**config.mk**
```make
export PLATFORM = sky130hd
export DESIGN_NAME = setpoint_alarm_output
export DESIGN_NICKNAME = d
export VERILOG_FILES = /design/src/rtl/setpoint_pkg.sv /design/src/rtl/delay_filter.sv /design/src/rtl/setpoint_alarm_output.sv
export SDC_FILE = /design/constraint.sdc
export NUM_CORES = 1
export LEC_CHECK = 0
export ABC_CLOCK_PERIOD_IN_PS = 11500
export BUFFER_PORTS_ARGS = -buffer_cell sky130_fd_sc_hd__buf_2
export CAP_MARGIN = 0
export CORE_ASPECT_RATIO = 0.5
export CORE_MARGIN = 2
export CORE_UTILIZATION = 44
export DETAILED_ROUTE_END_ITERATION = 6
export PLACE_DENSITY = 0.59
export SYNTH_ARGS = -nofsm -noshare
export SYNTH_HDL_FRONTEND = slang
export SYNTH_SLANG_ARGS = --single-unit
```
**constraint.sdc**
```tcl
create_clock -name pclk -period 11.5 [get_ports pclk]
set_input_delay 1.725 -clock pclk [delete_from_list [all_inputs] [get_ports pclk]]
set_output_delay 1.725 -clock pclk [all_outputs]
set_load 0.01 [all_outputs]
```
**src/rtl/setpoint_pkg.sv**
```systemverilog
// Functional notes
// - four actions: high/low acting, balanced/unbalanced
// - setpoint held within -9999 to 99999 counts
// - hysteresis held within 1 to 59999 counts
// - unbalanced band below high, above low setpoint
// - setpoint uses the display's own decimal scaling
// - on delay 0.0 to 599.9 s, zero immediate
// - off delay 0.0 to 599.9 s before off
// - auto mode follows action; manual reset forces off
// - latch modes hold on until any reset
// - latch-immediate reset turns output off at once
// - latch-delayed reset waits for trigger-off crossing
// - after power-up high-acting output starts off below setpoint
// - pending delayed reset lost across power cycle
// - display reset also resets output when enabled, display is the reset source and input shown
// - standby keeps output off until first crossing
// - open probe drives programmed burn-out state
// - backlight colour toggles on output change
// - disabled setpoint leaves output undriven
package setpoint_pkg;

  // delay resolution is one tenth of a second
  localparam int unsigned CLK_HZ      = 100_000_000;
  localparam int unsigned TICK_MS     = 100;
  localparam int unsigned TICK_CYCLES = CLK_HZ / 1000 * TICK_MS;

  // apb byte offsets
  localparam logic [7:0] CTRL_OFF   = 8'h00;
  localparam logic [7:0] SP_OFF     = 8'h04;
  localparam logic [7:0] HYST_OFF   = 8'h08;
  localparam logic [7:0] ONDLY_OFF  = 8'h0C;
  localparam logic [7:0] OFFDLY_OFF = 8'h10;
  localparam logic [7:0] CMD_OFF    = 8'h14;
  localparam logic [7:0] STAT_OFF   = 8'h18;

  // field widths and positions
  localparam int unsigned CTRL_W   = 9;
  localparam int unsigned SP_W     = 18;
  localparam int unsigned HYST_W   = 16;
  localparam int unsigned DLY_W    = 13;
  localparam int unsigned STAT_W   = 6;
  localparam int unsigned CMD_RST_BIT = 0;

  // limits and reset values
  localparam logic signed [17:0] SP_MAX   = 18'sh1869F;
  localparam logic signed [17:0] SP_MIN   = 18'sh3D8F1;
  localparam logic [15:0]        HYST_MAX = 16'hEA5F;
  localparam logic [15:0]        HYST_MIN = 16'h0001;
  localparam logic [12:0]        DLY_MAX  = 13'h176F;
  localparam logic [8:0]         CTRL_RST = 9'h000;
  localparam logic [17:0]        SP_RST   = 18'h00000;
  localparam logic [15:0]        HYST_RST = 16'h0001;
  localparam logic [12:0]        DLY_RST  = 13'h0000;

  typedef enum logic [1:0] {
    high_balanced_action,
    low_balanced_action,
    high_unbalanced_action,
    low_unbalanced_action
  } action_t;

  typedef enum logic [1:0] {
    auto_reset_mode,
    latch_immediate_mode,
    latch_delayed_mode,
    spare_reset_mode
  } reset_mode_t;

  // control register layout, enable in bit 0
  typedef struct packed {
    logic        rst_with_disp;
    logic        color_en;
    logic        burnout_on;
    logic        standby_en;
    reset_mode_t rmode;
    action_t     action;
    logic        enable;
  } ctrl_t;

  // status register layout, output state in bit 0
  typedef struct packed {
    logic color;
    logic standby;
    logic pending;
    logic trig_delayed;
    logic trig_raw;
    logic out_state;
  } status_t;

endpackage

```
**src/rtl/delay_filter.sv**
```systemverilog
// level follows target after delay ticks of stable disagreement
module delay_filter (
  // clock and reset
  input  wire logic        pclk,
  input  wire logic        presetn,
  // control
  input  wire logic        target,
  input  wire logic        tick,
  input  wire logic [12:0] delay,
  // filtered level
  output logic             state
);

  logic [12:0] count_reg;
  logic        state_reg;

  assign state = state_reg;

  // count tenths while target differs; agreement clears the count
  always_ff @(posedge pclk or negedge presetn) begin
    if (!presetn) begin
      count_reg <= setpoint_pkg::DLY_RST;
      state_reg <= 1'b0;
    end else if (target == state_reg) begin
      count_reg <= setpoint_pkg::DLY_RST;
    end else if (delay == setpoint_pkg::DLY_RST) begin
      state_reg <= target;
    end else if (tick) begin
      if (count_reg + 13'h0001 >= delay) begin
        state_reg <= target;
        count_reg <= setpoint_pkg::DLY_RST;
      end else begin
        count_reg <= count_reg + 13'h0001;
      end
    end
  end

endmodule

```
**src/rtl/setpoint_alarm_output.sv**
```systemverilog
module setpoint_alarm_output #(
  parameter int unsigned TICK_CYCLES = setpoint_pkg::TICK_CYCLES
) (
  // clock and reset
  input  wire logic        pclk,
  input  wire logic        presetn,
  // apb slave
  input  wire logic        psel,
  input  wire logic        penable,
  input  wire logic        pwrite,
  input  wire logic [7:0]  paddr,
  input  wire logic [31:0] pwdata,
  output logic             pready,
  output logic [31:0]      prdata,
  output logic             pslverr,
  // measurement from meter logic
  input  wire logic [17:0] display_value,
  input  wire logic        display_valid,
  input  wire logic        display_reset,
  input  wire logic        rst_src_is_display,
  input  wire logic        input_shown,
  // pins
  input  wire logic        front_rst_btn,
  input  wire logic        user_rst_in,
  input  wire logic        probe_open,
  // output card and backlight
  output logic             out_drive,
  output logic             out_en,
  output logic             backlight_alt
);

  setpoint_pkg::ctrl_t   ctrl_reg;
  setpoint_pkg::status_t stat;
  logic [17:0] sp_reg;
  logic [15:0] hyst_reg;
  logic [12:0] on_dly_reg;
  logic [12:0] off_dly_reg;
  logic [31:0] prdata_reg;
  logic        serial_rst_reg;
  logic [2:0]  sync1_reg;
  logic [2:0]  sync2_reg;
  logic [2:0]  sync3_reg;
  logic [23:0] tick_cnt_reg;
  logic        tick;
  logic        trig_raw_reg;
  logic        trig_d;
  logic        trig_d_prev_reg;
  logic        seen_off_reg;
  logic        out_reg;
  logic        pending_reg;
  logic        out_drive_reg;
  logic        out_en_reg;
  logic        color_reg;
  logic        rise_d;
  logic        fall_d;
  logic        set_evt;
  logic        rst_any;
  logic        final_next;
  logic        on_cond;
  logic        wr;
  logic        probe_s;
  logic signed [19:0] v;
  logic signed [19:0] s;
  logic signed [19:0] hf;
  logic signed [19:0] hl;
  logic signed [19:0] hh;
  logic signed [19:0] on_th;
  logic signed [19:0] off_th;
  logic        bal;
  logic        high;

  // valid register offsets, shared by write strobe and error answer
  function automatic logic reg_hit(input logic [7:0] a);
    reg_hit = (a == setpoint_pkg::CTRL_OFF)  ||
              (a == setpoint_pkg::SP_OFF)    ||
              (a == setpoint_pkg::HYST_OFF)  ||
              (a == setpoint_pkg::ONDLY_OFF) ||
              (a == setpoint_pkg::OFFDLY_OFF) ||
              (a == setpoint_pkg::CMD_OFF)   ||
              (a == setpoint_pkg::STAT_OFF);
  endfunction

  // zero wait state slave; unmapped offsets answer with an error
  assign pready  = 1'b1;
  assign pslverr = psel && penable && !reg_hit(paddr);
  assign prdata  = prdata_reg;
  assign wr      = psel && penable && pwrite && reg_hit(paddr);

  // read data captured in setup so it comes from a flop
  always_ff @(posedge pclk or negedge presetn) begin
    if (!presetn) begin
      prdata_reg <= 32'h00000000;
    end else if (psel && !penable && !pwrite) begin
      case (paddr)
        setpoint_pkg::CTRL_OFF:   prdata_reg <= {23'h0, ctrl_reg};
        setpoint_pkg::SP_OFF:     prdata_reg <= {{14{sp_reg[17]}}, sp_reg};
        setpoint_pkg::HYST_OFF:   prdata_reg <= {16'h0, hyst_reg};
        setpoint_pkg::ONDLY_OFF:  prdata_reg <= {19'h0, on_dly_reg};
        setpoint_pkg::OFFDLY_OFF: prdata_reg <= {19'h0, off_dly_reg};
        setpoint_pkg::STAT_OFF:   prdata_reg <= {26'h0, stat};
        default:                  prdata_reg <= 32'h00000000;
      endcase
    end
  end

  // control register write
  always_ff @(posedge pclk or negedge presetn) begin
    if (!presetn) begin
      ctrl_reg <= setpoint_pkg::CTRL_RST;
    end else if (wr && paddr == setpoint_pkg::CTRL_OFF) begin
      ctrl_reg <= pwdata[8:0];
    end
  end

  // setpoint write, clamped into the legal count range
  always_ff @(posedge pclk or negedge presetn) begin
    if (!presetn) begin
      sp_reg <= setpoint_pkg::SP_RST;
    end else if (wr && paddr == setpoint_pkg::SP_OFF) begin
      if ($signed(pwdata) > $signed({{14{1'b0}}, setpoint_pkg::SP_MAX})) begin
        sp_reg <= setpoint_pkg::SP_MAX;
      end else if ($signed(pwdata) < -32'sd9999) begin
        sp_reg <= setpoint_pkg::SP_MIN;
      end else begin
        sp_reg <= pwdata[17:0];
      end
    end
  end

  // hysteresis write, clamped to 1..59999
  always_ff @(posedge pclk or negedge presetn) begin
    if (!presetn) begin
      hyst_reg <= setpoint_pkg::HYST_RST;
    end else if (wr && paddr == setpoint_pkg::HYST_OFF) begin
      if (pwdata > {16'h0, setpoint_pkg::HYST_MAX}) begin
        hyst_reg <= setpoint_pkg::HYST_MAX;
      end else if (pwdata[15:0] == 16'h0000 || pwdata[31:16] != 16'h0) begin
        hyst_reg <= setpoint_pkg::HYST_MIN;
      end else begin
        hyst_reg <= pwdata[15:0];
      end
    end
  end

  // delay writes in tenths, clamped to 599.9 s
  always_ff @(posedge pclk or negedge presetn) begin
    if (!presetn) begin
      on_dly_reg  <= setpoint_pkg::DLY_RST;
      off_dly_reg <= setpoint_pkg::DLY_RST;
    end else if (wr) begin
      if (paddr == setpoint_pkg::ONDLY_OFF) begin
        on_dly_reg <= (pwdata > {19'h0, setpoint_pkg::DLY_MAX}) ?
                      setpoint_pkg::DLY_MAX : pwdata[12:0];
      end
      if (paddr == setpoint_pkg::OFFDLY_OFF) begin
        off_dly_reg <= (pwdata > {19'h0, setpoint_pkg::DLY_MAX}) ?
                       setpoint_pkg::DLY_MAX : pwdata[12:0];
      end
    end
  end

  // serial reset command is a one-cycle pulse
  always_ff @(posedge pclk or negedge presetn) begin
    if (!presetn) begin
      serial_rst_reg <= 1'b0;
    end else begin
      serial_rst_reg <= wr && paddr == setpoint_pkg::CMD_OFF &&
                        pwdata[setpoint_pkg::CMD_RST_BIT];
    end
  end

  // two-flop synchronisers for the pins, third stage for edges
  for (genvar i = 0; i < 3; i++) begin : g_sync
    always_ff @(posedge pclk or negedge presetn) begin
      if (!presetn) begin
        sync1_reg[i] <= 1'b0;
        sync2_reg[i] <= 1'b0;
        sync3_reg[i] <= 1'b0;
      end else begin
        sync1_reg[i] <= (i == 0) ? front_rst_btn :
                        (i == 1) ? user_rst_in : probe_open;
        sync2_reg[i] <= sync1_reg[i];
        sync3_reg[i] <= sync2_reg[i];
      end
    end
  end
  assign probe_s = sync2_reg[2];

  // all reset sources merged; momentary press acts on its edge
  assign rst_any = (sync2_reg[0] && !sync3_reg[0]) ||
                   (sync2_reg[1] && !sync3_reg[1]) ||
                   serial_rst_reg ||
                   (ctrl_reg.rst_with_disp && display_reset &&
                    rst_src_is_display && input_shown);

  // tenth-second tick; long count is a parameter for simulation
  always_ff @(posedge pclk or negedge presetn) begin
    if (!presetn) begin
      tick_cnt_reg <= 24'h000000;
    end else if (tick) begin
      tick_cnt_reg <= 24'h000000;
    end else begin
      tick_cnt_reg <= tick_cnt_reg + 24'h000001;
    end
  end
  assign tick = (tick_cnt_reg == 24'(TICK_CYCLES - 1));

  // thresholds in raw display counts; scaling matches the display
  always_comb begin
    bal  = ctrl_reg.action == setpoint_pkg::high_balanced_action ||
           ctrl_reg.action == setpoint_pkg::low_balanced_action;
    high = ctrl_reg.action == setpoint_pkg::high_balanced_action ||
           ctrl_reg.action == setpoint_pkg::high_unbalanced_action;
    v  = {{2{display_value[17]}}, display_value};
    s  = {{2{sp_reg[17]}}, sp_reg};
    hf = {4'h0, hyst_reg};
    hl = {5'h00, hyst_reg[15:1]};
    hh = hf - hl;
    if (high) begin
      on_th  = bal ? s + hh : s;
      off_th = bal ? s - hl : s - hf;
      on_cond = v >= on_th;
    end else begin
      on_th  = bal ? s - hl : s;
      off_th = bal ? s + hh : s + hf;
      on_cond = v <= on_th;
    end
  end

  // raw trigger with hysteresis, updated on each new reading
  always_ff @(posedge pclk or negedge presetn) begin
    if (!presetn) begin
      trig_raw_reg <= 1'b0;
    end else if (display_valid) begin
      if (on_cond) begin
        trig_raw_reg <= 1'b1;
      end else if (high ? (v <= off_th) : (v >= off_th)) begin
        trig_raw_reg <= 1'b0;
      end
    end
  end

  // on and off delays share one filter, delay picked by direction
  delay_filter u_delay (
    .pclk    (pclk),
    .presetn (presetn),
    .target  (trig_raw_reg),
    .tick    (tick),
    .delay   (trig_raw_reg ? on_dly_reg : off_dly_reg),
    .state   (trig_d)
  );

  always_ff @(posedge pclk or negedge presetn) begin
    if (!presetn) begin
      trig_d_prev_reg <= 1'b0;
    end else begin
      trig_d_prev_reg <= trig_d;
    end
  end
  assign rise_d = trig_d && !trig_d_prev_reg;
  assign fall_d = !trig_d && trig_d_prev_reg;

  // standby arms only after a reading on the off side
  always_ff @(posedge pclk or negedge presetn) begin
    if (!presetn) begin
      seen_off_reg <= 1'b0;
    end else if (display_valid && !on_cond) begin
      seen_off_reg <= 1'b1;
    end
  end
  assign set_evt = rise_d && !(ctrl_reg.standby_en && !seen_off_reg);

  // output state; turn-on beats a reset in the same cycle
  // starts off at power-up, so a high-acting output never comes up on at a low reading
  always_ff @(posedge pclk or negedge presetn) begin
    if (!presetn) begin
      out_reg <= 1'b0;
    end else if (!ctrl_reg.enable) begin
      out_reg <= 1'b0;
    end else if (set_evt) begin
      out_reg <= 1'b1;
    end else begin
      case (ctrl_reg.rmode)
        setpoint_pkg::latch_immediate_mode: begin
          if (rst_any) out_reg <= 1'b0;
        end
        setpoint_pkg::latch_delayed_mode: begin
          if ((pending_reg || rst_any) && !trig_d) begin
            out_reg <= 1'b0;
          end
        end
        default: begin
          if (fall_d || rst_any) out_reg <= 1'b0;
        end
      endcase
    end
  end

  // remembered delayed reset; cleared by reset, never kept
  always_ff @(posedge pclk or negedge presetn) begin
    if (!presetn) begin
      pending_reg <= 1'b0;
    end else if (ctrl_reg.rmode == setpoint_pkg::latch_delayed_mode &&
                 rst_any && out_reg && trig_d) begin
      pending_reg <= 1'b1;
    end else if (!out_reg || !trig_d ||
                 ctrl_reg.rmode != setpoint_pkg::latch_delayed_mode) begin
      pending_reg <= 1'b0;
    end
  end

  // pin level: disabled undriven, open probe forces burn-out state
  assign final_next = !ctrl_reg.enable ? 1'b0 :
                      probe_s ? ctrl_reg.burnout_on : out_reg;

  always_ff @(posedge pclk or negedge presetn) begin
    if (!presetn) begin
      out_drive_reg <= 1'b0;
      out_en_reg    <= 1'b0;
    end else begin
      out_drive_reg <= final_next;
      out_en_reg    <= ctrl_reg.enable;
    end
  end

  // colour flips with every change of the driven level
  always_ff @(posedge pclk or negedge presetn) begin
    if (!presetn) begin
      color_reg <= 1'b0;
    end else if (ctrl_reg.color_en && final_next != out_drive_reg) begin
      color_reg <= !color_reg;
    end
  end

  assign out_drive     = out_drive_reg;
  assign out_en        = out_en_reg;
  assign backlight_alt = color_reg;

  always_comb begin
    stat.color        = color_reg;
    stat.standby      = ctrl_reg.standby_en && !seen_off_reg;
    stat.pending      = pending_reg;
    stat.trig_delayed = trig_d;
    stat.trig_raw     = trig_raw_reg;
    stat.out_state    = out_drive_reg;
  end
endmodule

```
# After elaboration in Yosys (flattened, before gate mapping)
# Cells that the tools add are included.
dict set report op_classes {
  mux 34
  n_reduce_logical 70
  order_cmp 9
  n_eq_ne 18
  n_bitwise 1
  n_addsub 7
}
# cell count
set op_table {}
lappend op_table {{$pmux 32 s6} 1}
lappend op_table {{$mux 20} 5}
lappend op_table {{$mux 13} 6}
lappend op_table {{$ge 18x20->1} 2}
lappend op_table {{$le 18x20->1} 2}
lappend op_table {{$add 18x17->19} 2}
lappend op_table {{$mux 18} 2}
lappend op_table {{$gt 32x13->1 const B} 1}
lappend op_table {{$gt 32x16->1 const B} 1}
lappend op_table {{$gt 32x18->1 const B} 1}
lappend op_table {{$lt 32x15->1 const B} 1}
lappend op_table {{$mux 16} 2}
lappend op_table {{$logic_and 1x1->1} 26}
lappend op_table {{$add 24x1->24 const B} 1}
lappend op_table {{$eq 24x24->1 const B} 1}
lappend op_table {{$eq 8x5->1 const B} 3}
lappend op_table {{$mux 24} 1}
lappend op_table {{$sub 18x16->19} 1}
lappend op_table {{$sub 18x17->19} 1}
lappend op_table {{$sub 16x15->17} 1}
lappend op_table {{$eq 8x4->1 const B} 2}
lappend op_table {{$logic_not 16->1} 1}
lappend op_table {{$logic_or 1x1->1} 16}
lappend op_table {{$mux 1} 16}
lappend op_table {{21 further kinds} 43}
dict set report word_totals {
  output_inout_bits 37
  register_bits 156
  in_bits 70
  elab_cells 171
}

# Depth between registers and ports, before layout
dict set report logic_depth {
  depth_word 11
  ltp_mapped 27
  ltp_nobuf 27
}

# Hierarchy
# Synthesis repeated with hierarchy kept, for this count alone.
dict set report hier_totals {
  cells_unflattened 1553
  area_unflattened_um2 13092.6
}
# mod seq_area_each_um2 instances cells_each area_per_inst_um2
set by_module_without_submodules {}
lappend by_module_without_submodules {setpoint_alarm_output 3204.3 1 1406 11775.0}
lappend by_module_without_submodules {delay_filter 350.3 1 147 1317.5}

# Worst setup path after synthesis
# No wires, ideal clock.
dict set report synth_path {
  path_kind {reg-to-reg}
  startpoint {register hyst_reg[0]}
  endpoint {register trig_raw_reg}
  setup_ns 0.124
  setup_slack_ns 6.130
  t_arrival_ns 5.246
  path_stages_with_launch 27
  cell_sequence {dfstp_2 > inv_1 > ha_1 > fa_1 > nor2b_1 > o21ai_0 > a21boi_1 > o41ai_1 > o21ba_2 > xnor2_1 > ha_1 > a21o_1 > o211a_1 > a211oi_1 > o211ai_1 > a31o_2 > nor2_1 > xnor2_1 > a21boi_0 > ha_1 > nand3_1 > nor3_1 > nand4_1 > o211ai_1 > mux2i_1 > a2bb2oi_1 > a211o_1}
}
dict set report synth_via {
  elab_chain_len 8
}
# item line_no
set synth_lines {}
lappend synth_lines {{start, declared} setpoint_alarm_output.sv:35} ;# logic [15:0] hyst_reg;
lappend synth_lines {{start signal, assigned} setpoint_alarm_output.sv:133} ;# hyst_reg <= setpoint_pkg::HYST_RST;
lappend synth_lines {{start signal, assigned} setpoint_alarm_output.sv:136} ;# hyst_reg <= setpoint_pkg::HYST_MAX;
lappend synth_lines {{start signal, assigned} setpoint_alarm_output.sv:138} ;# hyst_reg <= setpoint_pkg::HYST_MIN;
lappend synth_lines {{$sub 16x15->17} setpoint_alarm_output.sv:218} ;# hh = hf - hl;
lappend synth_lines {{$add 18x17->19} {setpoint_alarm_output.sv:220, setpoint_alarm_output.sv:225}}
lappend synth_lines {{$mux 20} setpoint_alarm_output.sv:225} ;# off_th = bal ? s + hh : s + hf;
lappend synth_lines {{$mux 20} setpoint_alarm_output.sv:219} ;# if (high) begin
lappend synth_lines {{$ge 18x20->1 or $le 18x20->1 (tied branches)} setpoint_alarm_output.sv:237} ;# end else if (high ? (v <= off_th) : (v >= off_th)) begin
lappend synth_lines {{$mux 1} setpoint_alarm_output.sv:237}
lappend synth_lines {{$reduce_bool 2->1 (no line)} -}
lappend synth_lines {{$reduce_and 2->1 (no line)} -}
lappend synth_lines {{end signal, assigned} setpoint_alarm_output.sv:233} ;# trig_raw_reg <= 1'b0;
lappend synth_lines {{end signal, assigned} setpoint_alarm_output.sv:236} ;# trig_raw_reg <= 1'b1;
lappend synth_lines {{end signal, assigned} setpoint_alarm_output.sv:238} ;# trig_raw_reg <= 1'b0;
lappend synth_lines {{end, declared} setpoint_alarm_output.sv:45} ;# logic trig_raw_reg;
# Several ways; a longest one is shown, not always the timed one.
# A chain may end at the register's enable or synchronous reset.

# Worst setup path after layout
dict set report layout_path {
  startpoint {register hyst_reg[1]}
  endpoint {register trig_raw_reg}
}
# Same word-level chain as after synthesis.

==> flow_summary.yaml <==
sta:
  setup_viol: 0
  slew_viol_final: 0
  relSlewSlack: 0.3401
  holdWs_ns: 0.3592
  hold_viol_final: 0
  post-route-min-period_ns: 6.111
  worstMarginPinSlew_ns: 0.9771
  rsz0062_at_grt: "no"
  finClkSkew_ns: 0.01064
  fmax_mhz: 163.6
  period_share: 0.5314
  fin_tns_setup_ns: 0
route:
  vias: 12370
  wl_per_cell_um: 20.98
  dr_wl_met3_mm: 3.337
  met1Wirelength_mm: 20.19
  dr_wl_met2_mm: 18.36
  via_per_inst: 6.106
  postRouteAntennaNets: 0
  wirelength_mm: 42.50
  first_pass_iters: 6
  highest_layer: "met4"
  drtIter0Drc: 1177
  drc: 0
place:
  gp_congestion: 0.9475
  placed_area_um2: 13910
  port_buffers: 105
  hpwl_mm: 33.11
synth:
  synth_cells: 1567
  syn-cell-area_um2: 13220
  async_flop_share: 1.000
  synth_cell_types: 95
  synth_nets: 1796
  synth-main-ff-cell: "dfrtp_1"
  yosysWarnings: 0
  ys_seq_area_frac: 0.2690
  synth-seq-cells: 142
  synth-edff-count: 0
  syn_area_per_cell_um2: 8.434
worst_setup_path:
  cp.arrival_ns: 6.44
  crit_fanout: 7
  crit_type: "reg -> reg"
  crit_path_start_kind: "flop"
  end_kind: "flop"
  crit_required_ns: 11.83
clocking:
  clkTransAtPathRegs_ns: 0.07
  insertion_delay_ns: 0.44
  cts_tree: "yes"
  clock_sinks: 142
  cts_buffers: 17
  post_cts_buffers: 0
  cts_root_buffer: "clkbuf_16"
  cts-htree-levels: 4
  clockBufferDepth: 2
  cts_hold_buffers: 0
  ctsResizeCount: 0
die:
  die_h_um: 126.6
  die_x_um: 249.1
  pin_count: 107
  die_area_um2: 31520
  initial_core_util: 0.4513
  coreArea_um2: 29290
  rows: 44
layout:
  drive_gt1_frac: 0.1236
  nets: 1850
  area_growth_pct: 9.628
  postLayoutCellArea_um2: 14490
  largest_reg_flops: 24
  mostFrequentLayoutCell: "ha_1"
  nFillCells: 2866
  layout_common_cells: "ha_1 (154), nand2_1 (151), dfrtp_1 (140), nor2_1 (137), a21oi_1 (119)"
power_and_ir_drop:
  static-leakage-power_uw: 0.006791
  powerDensity_nw_per_um2: 80.38
  total_power_uw: 1165
  ir_worst_vdd_mv: 0.08381
global_route:
  grtUsageTotal: 0.2689
  grt_overflow: 0
  grt_pass1_vias: 11941
  antenna_found_initial: 2
  grt_first_pass_wirelength_mm: 66.49
  grt_max_degree: 92
run:
  cap_violations: 0
min_path:
  hold_path_class: "reg -> reg"
run_status:
  status: "finished clean"
## synthesized netlist by cell type (all sizes together), types with 6 or more instances
library cell,instances,area share
a222oi,9,0.0068
nand2b,28,0.013
nor4,17,0.014
nor3,34,0.013
o21ai,115,0.044
o31ai,10,0.0064
a211o,6,0.0040
nor2b,25,0.012
nor4b,6,0.0056
o21bai,8,0.0045
a21oi,120,0.046
nand2,151,0.043
nand4,29,0.014
and3,15,0.0071
xnor2,60,0.040
a211oi,28,0.016
nor3b,6,0.0034
mux2,14,0.012
nand3,36,0.014
buf,38,0.018
o211ai,6,0.0034
ha,154,0.15
and2,8,0.0038
a22oi,11,0.0062
or2,13,0.0062
mux2i,32,0.024
and4,8,0.0053
xor2,28,0.019
o22ai,7,0.0033
dfrtp,141,0.27
a22o,13,0.0086
inv,53,0.015
or3,6,0.0032
o21a,14,0.0080
a31oi,15,0.0076
a21o,49,0.028
clkbuf,39,0.011
nor2,139,0.040
## through the flow
step	instances	setup WS, ns	utilization
after floorplan	1567	6.130	-
after global placement	1993	5.631	0.4750
after detailed placement	1993	5.464	0.4750
after CTS	2025	5.429	0.4946
after global routing	2025	4.830	0.4946
final	2026	5.389	0.4947
## critical path: stages, from the launching register on
cell	delay (ns)
dfrtp_1	0.51
ha_1	0.25
fa_1	0.22
nor2b_1	0.06
o21ai_0	0.23
a21boi_1	0.15
o41ai_1	0.54
o211ai_1	0.22
a31o_2	0.27
a21o_1	0.21
xnor2_1	0.14
ha_1	0.34
a21o_1	0.19
a21oi_1	0.20
a21bo_2	0.26
a311oi_1	0.35
a21oi_1	0.09
ha_1	0.36
nand3_1	0.12
nor3_1	0.27
nand4_1	0.15
o211ai_1	0.24
mux2i_1	0.21
a2bb2oi_1	0.11
a211o_1	0.30
## layout make-up
type / count / area (um^2) / area share
diodes: 1 / 2.502 / 0.0001727
inverters: 54 / 202.7 / 0.01399
clock inverters: 12 / 108.9 / 0.007513
multi-input cells: 1294 / 9079 / 0.6266
flip-flops and latches: 142 / 3556 / 0.2454
well taps: 391 / 489.2 / 0.03377
repair buffers: 112 / 584.3 / 0.04033
clock buffers: 20 / 466.7 / 0.03221
## layer usage
layer  global-route usage  up-vias
li1                     -     5857
met2               0.4174      466
met3              0.05028       57
met1               0.3879     5990
met4              0.06308        0
met5                    0        -
## kinds of logic (layout without fill, tap and decap cells)
kind of cell	after synthesis	count (layout)	synth area share
buffers and inverters	131	198	0.04412
AOI/OAI and AO/OA	466	466	0.2306
DFF	142	142	0.2690
xor gates and xnor gates	88	88	0.05832
adders and majority gates	159	159	0.1534
other	1	2	0.0002837
muxes	49	49	0.04128
and+or+nand+nor	531	531	0.2031
## power breakdown
part           switching [uW]  internal (uW)  total, uW
logic                    68.3           38.9        107
registers                5.78            504        510
clock network             232            316        548
## final timing paths
path	start	to	slack (ns)	depth (start not counted)
worst max-delay path	hyst_reg[1]	trig_raw_reg	5.39	24
worst min-delay path	sync1_reg[0]	sync2_reg[0]	0.36	0
worst max register to register	hyst_reg[1]	trig_raw_reg	5.39	24
worst min register to register	sync1_reg[0]	sync2_reg[0]	0.36	0
max in group asynchronous	presetn	ctrl_reg[2]	8.89	2
min in group asynchronous	presetn	u_delay.count_reg[6]	1.35	1
No activity file was read; power rests on OpenSTA's default activity.
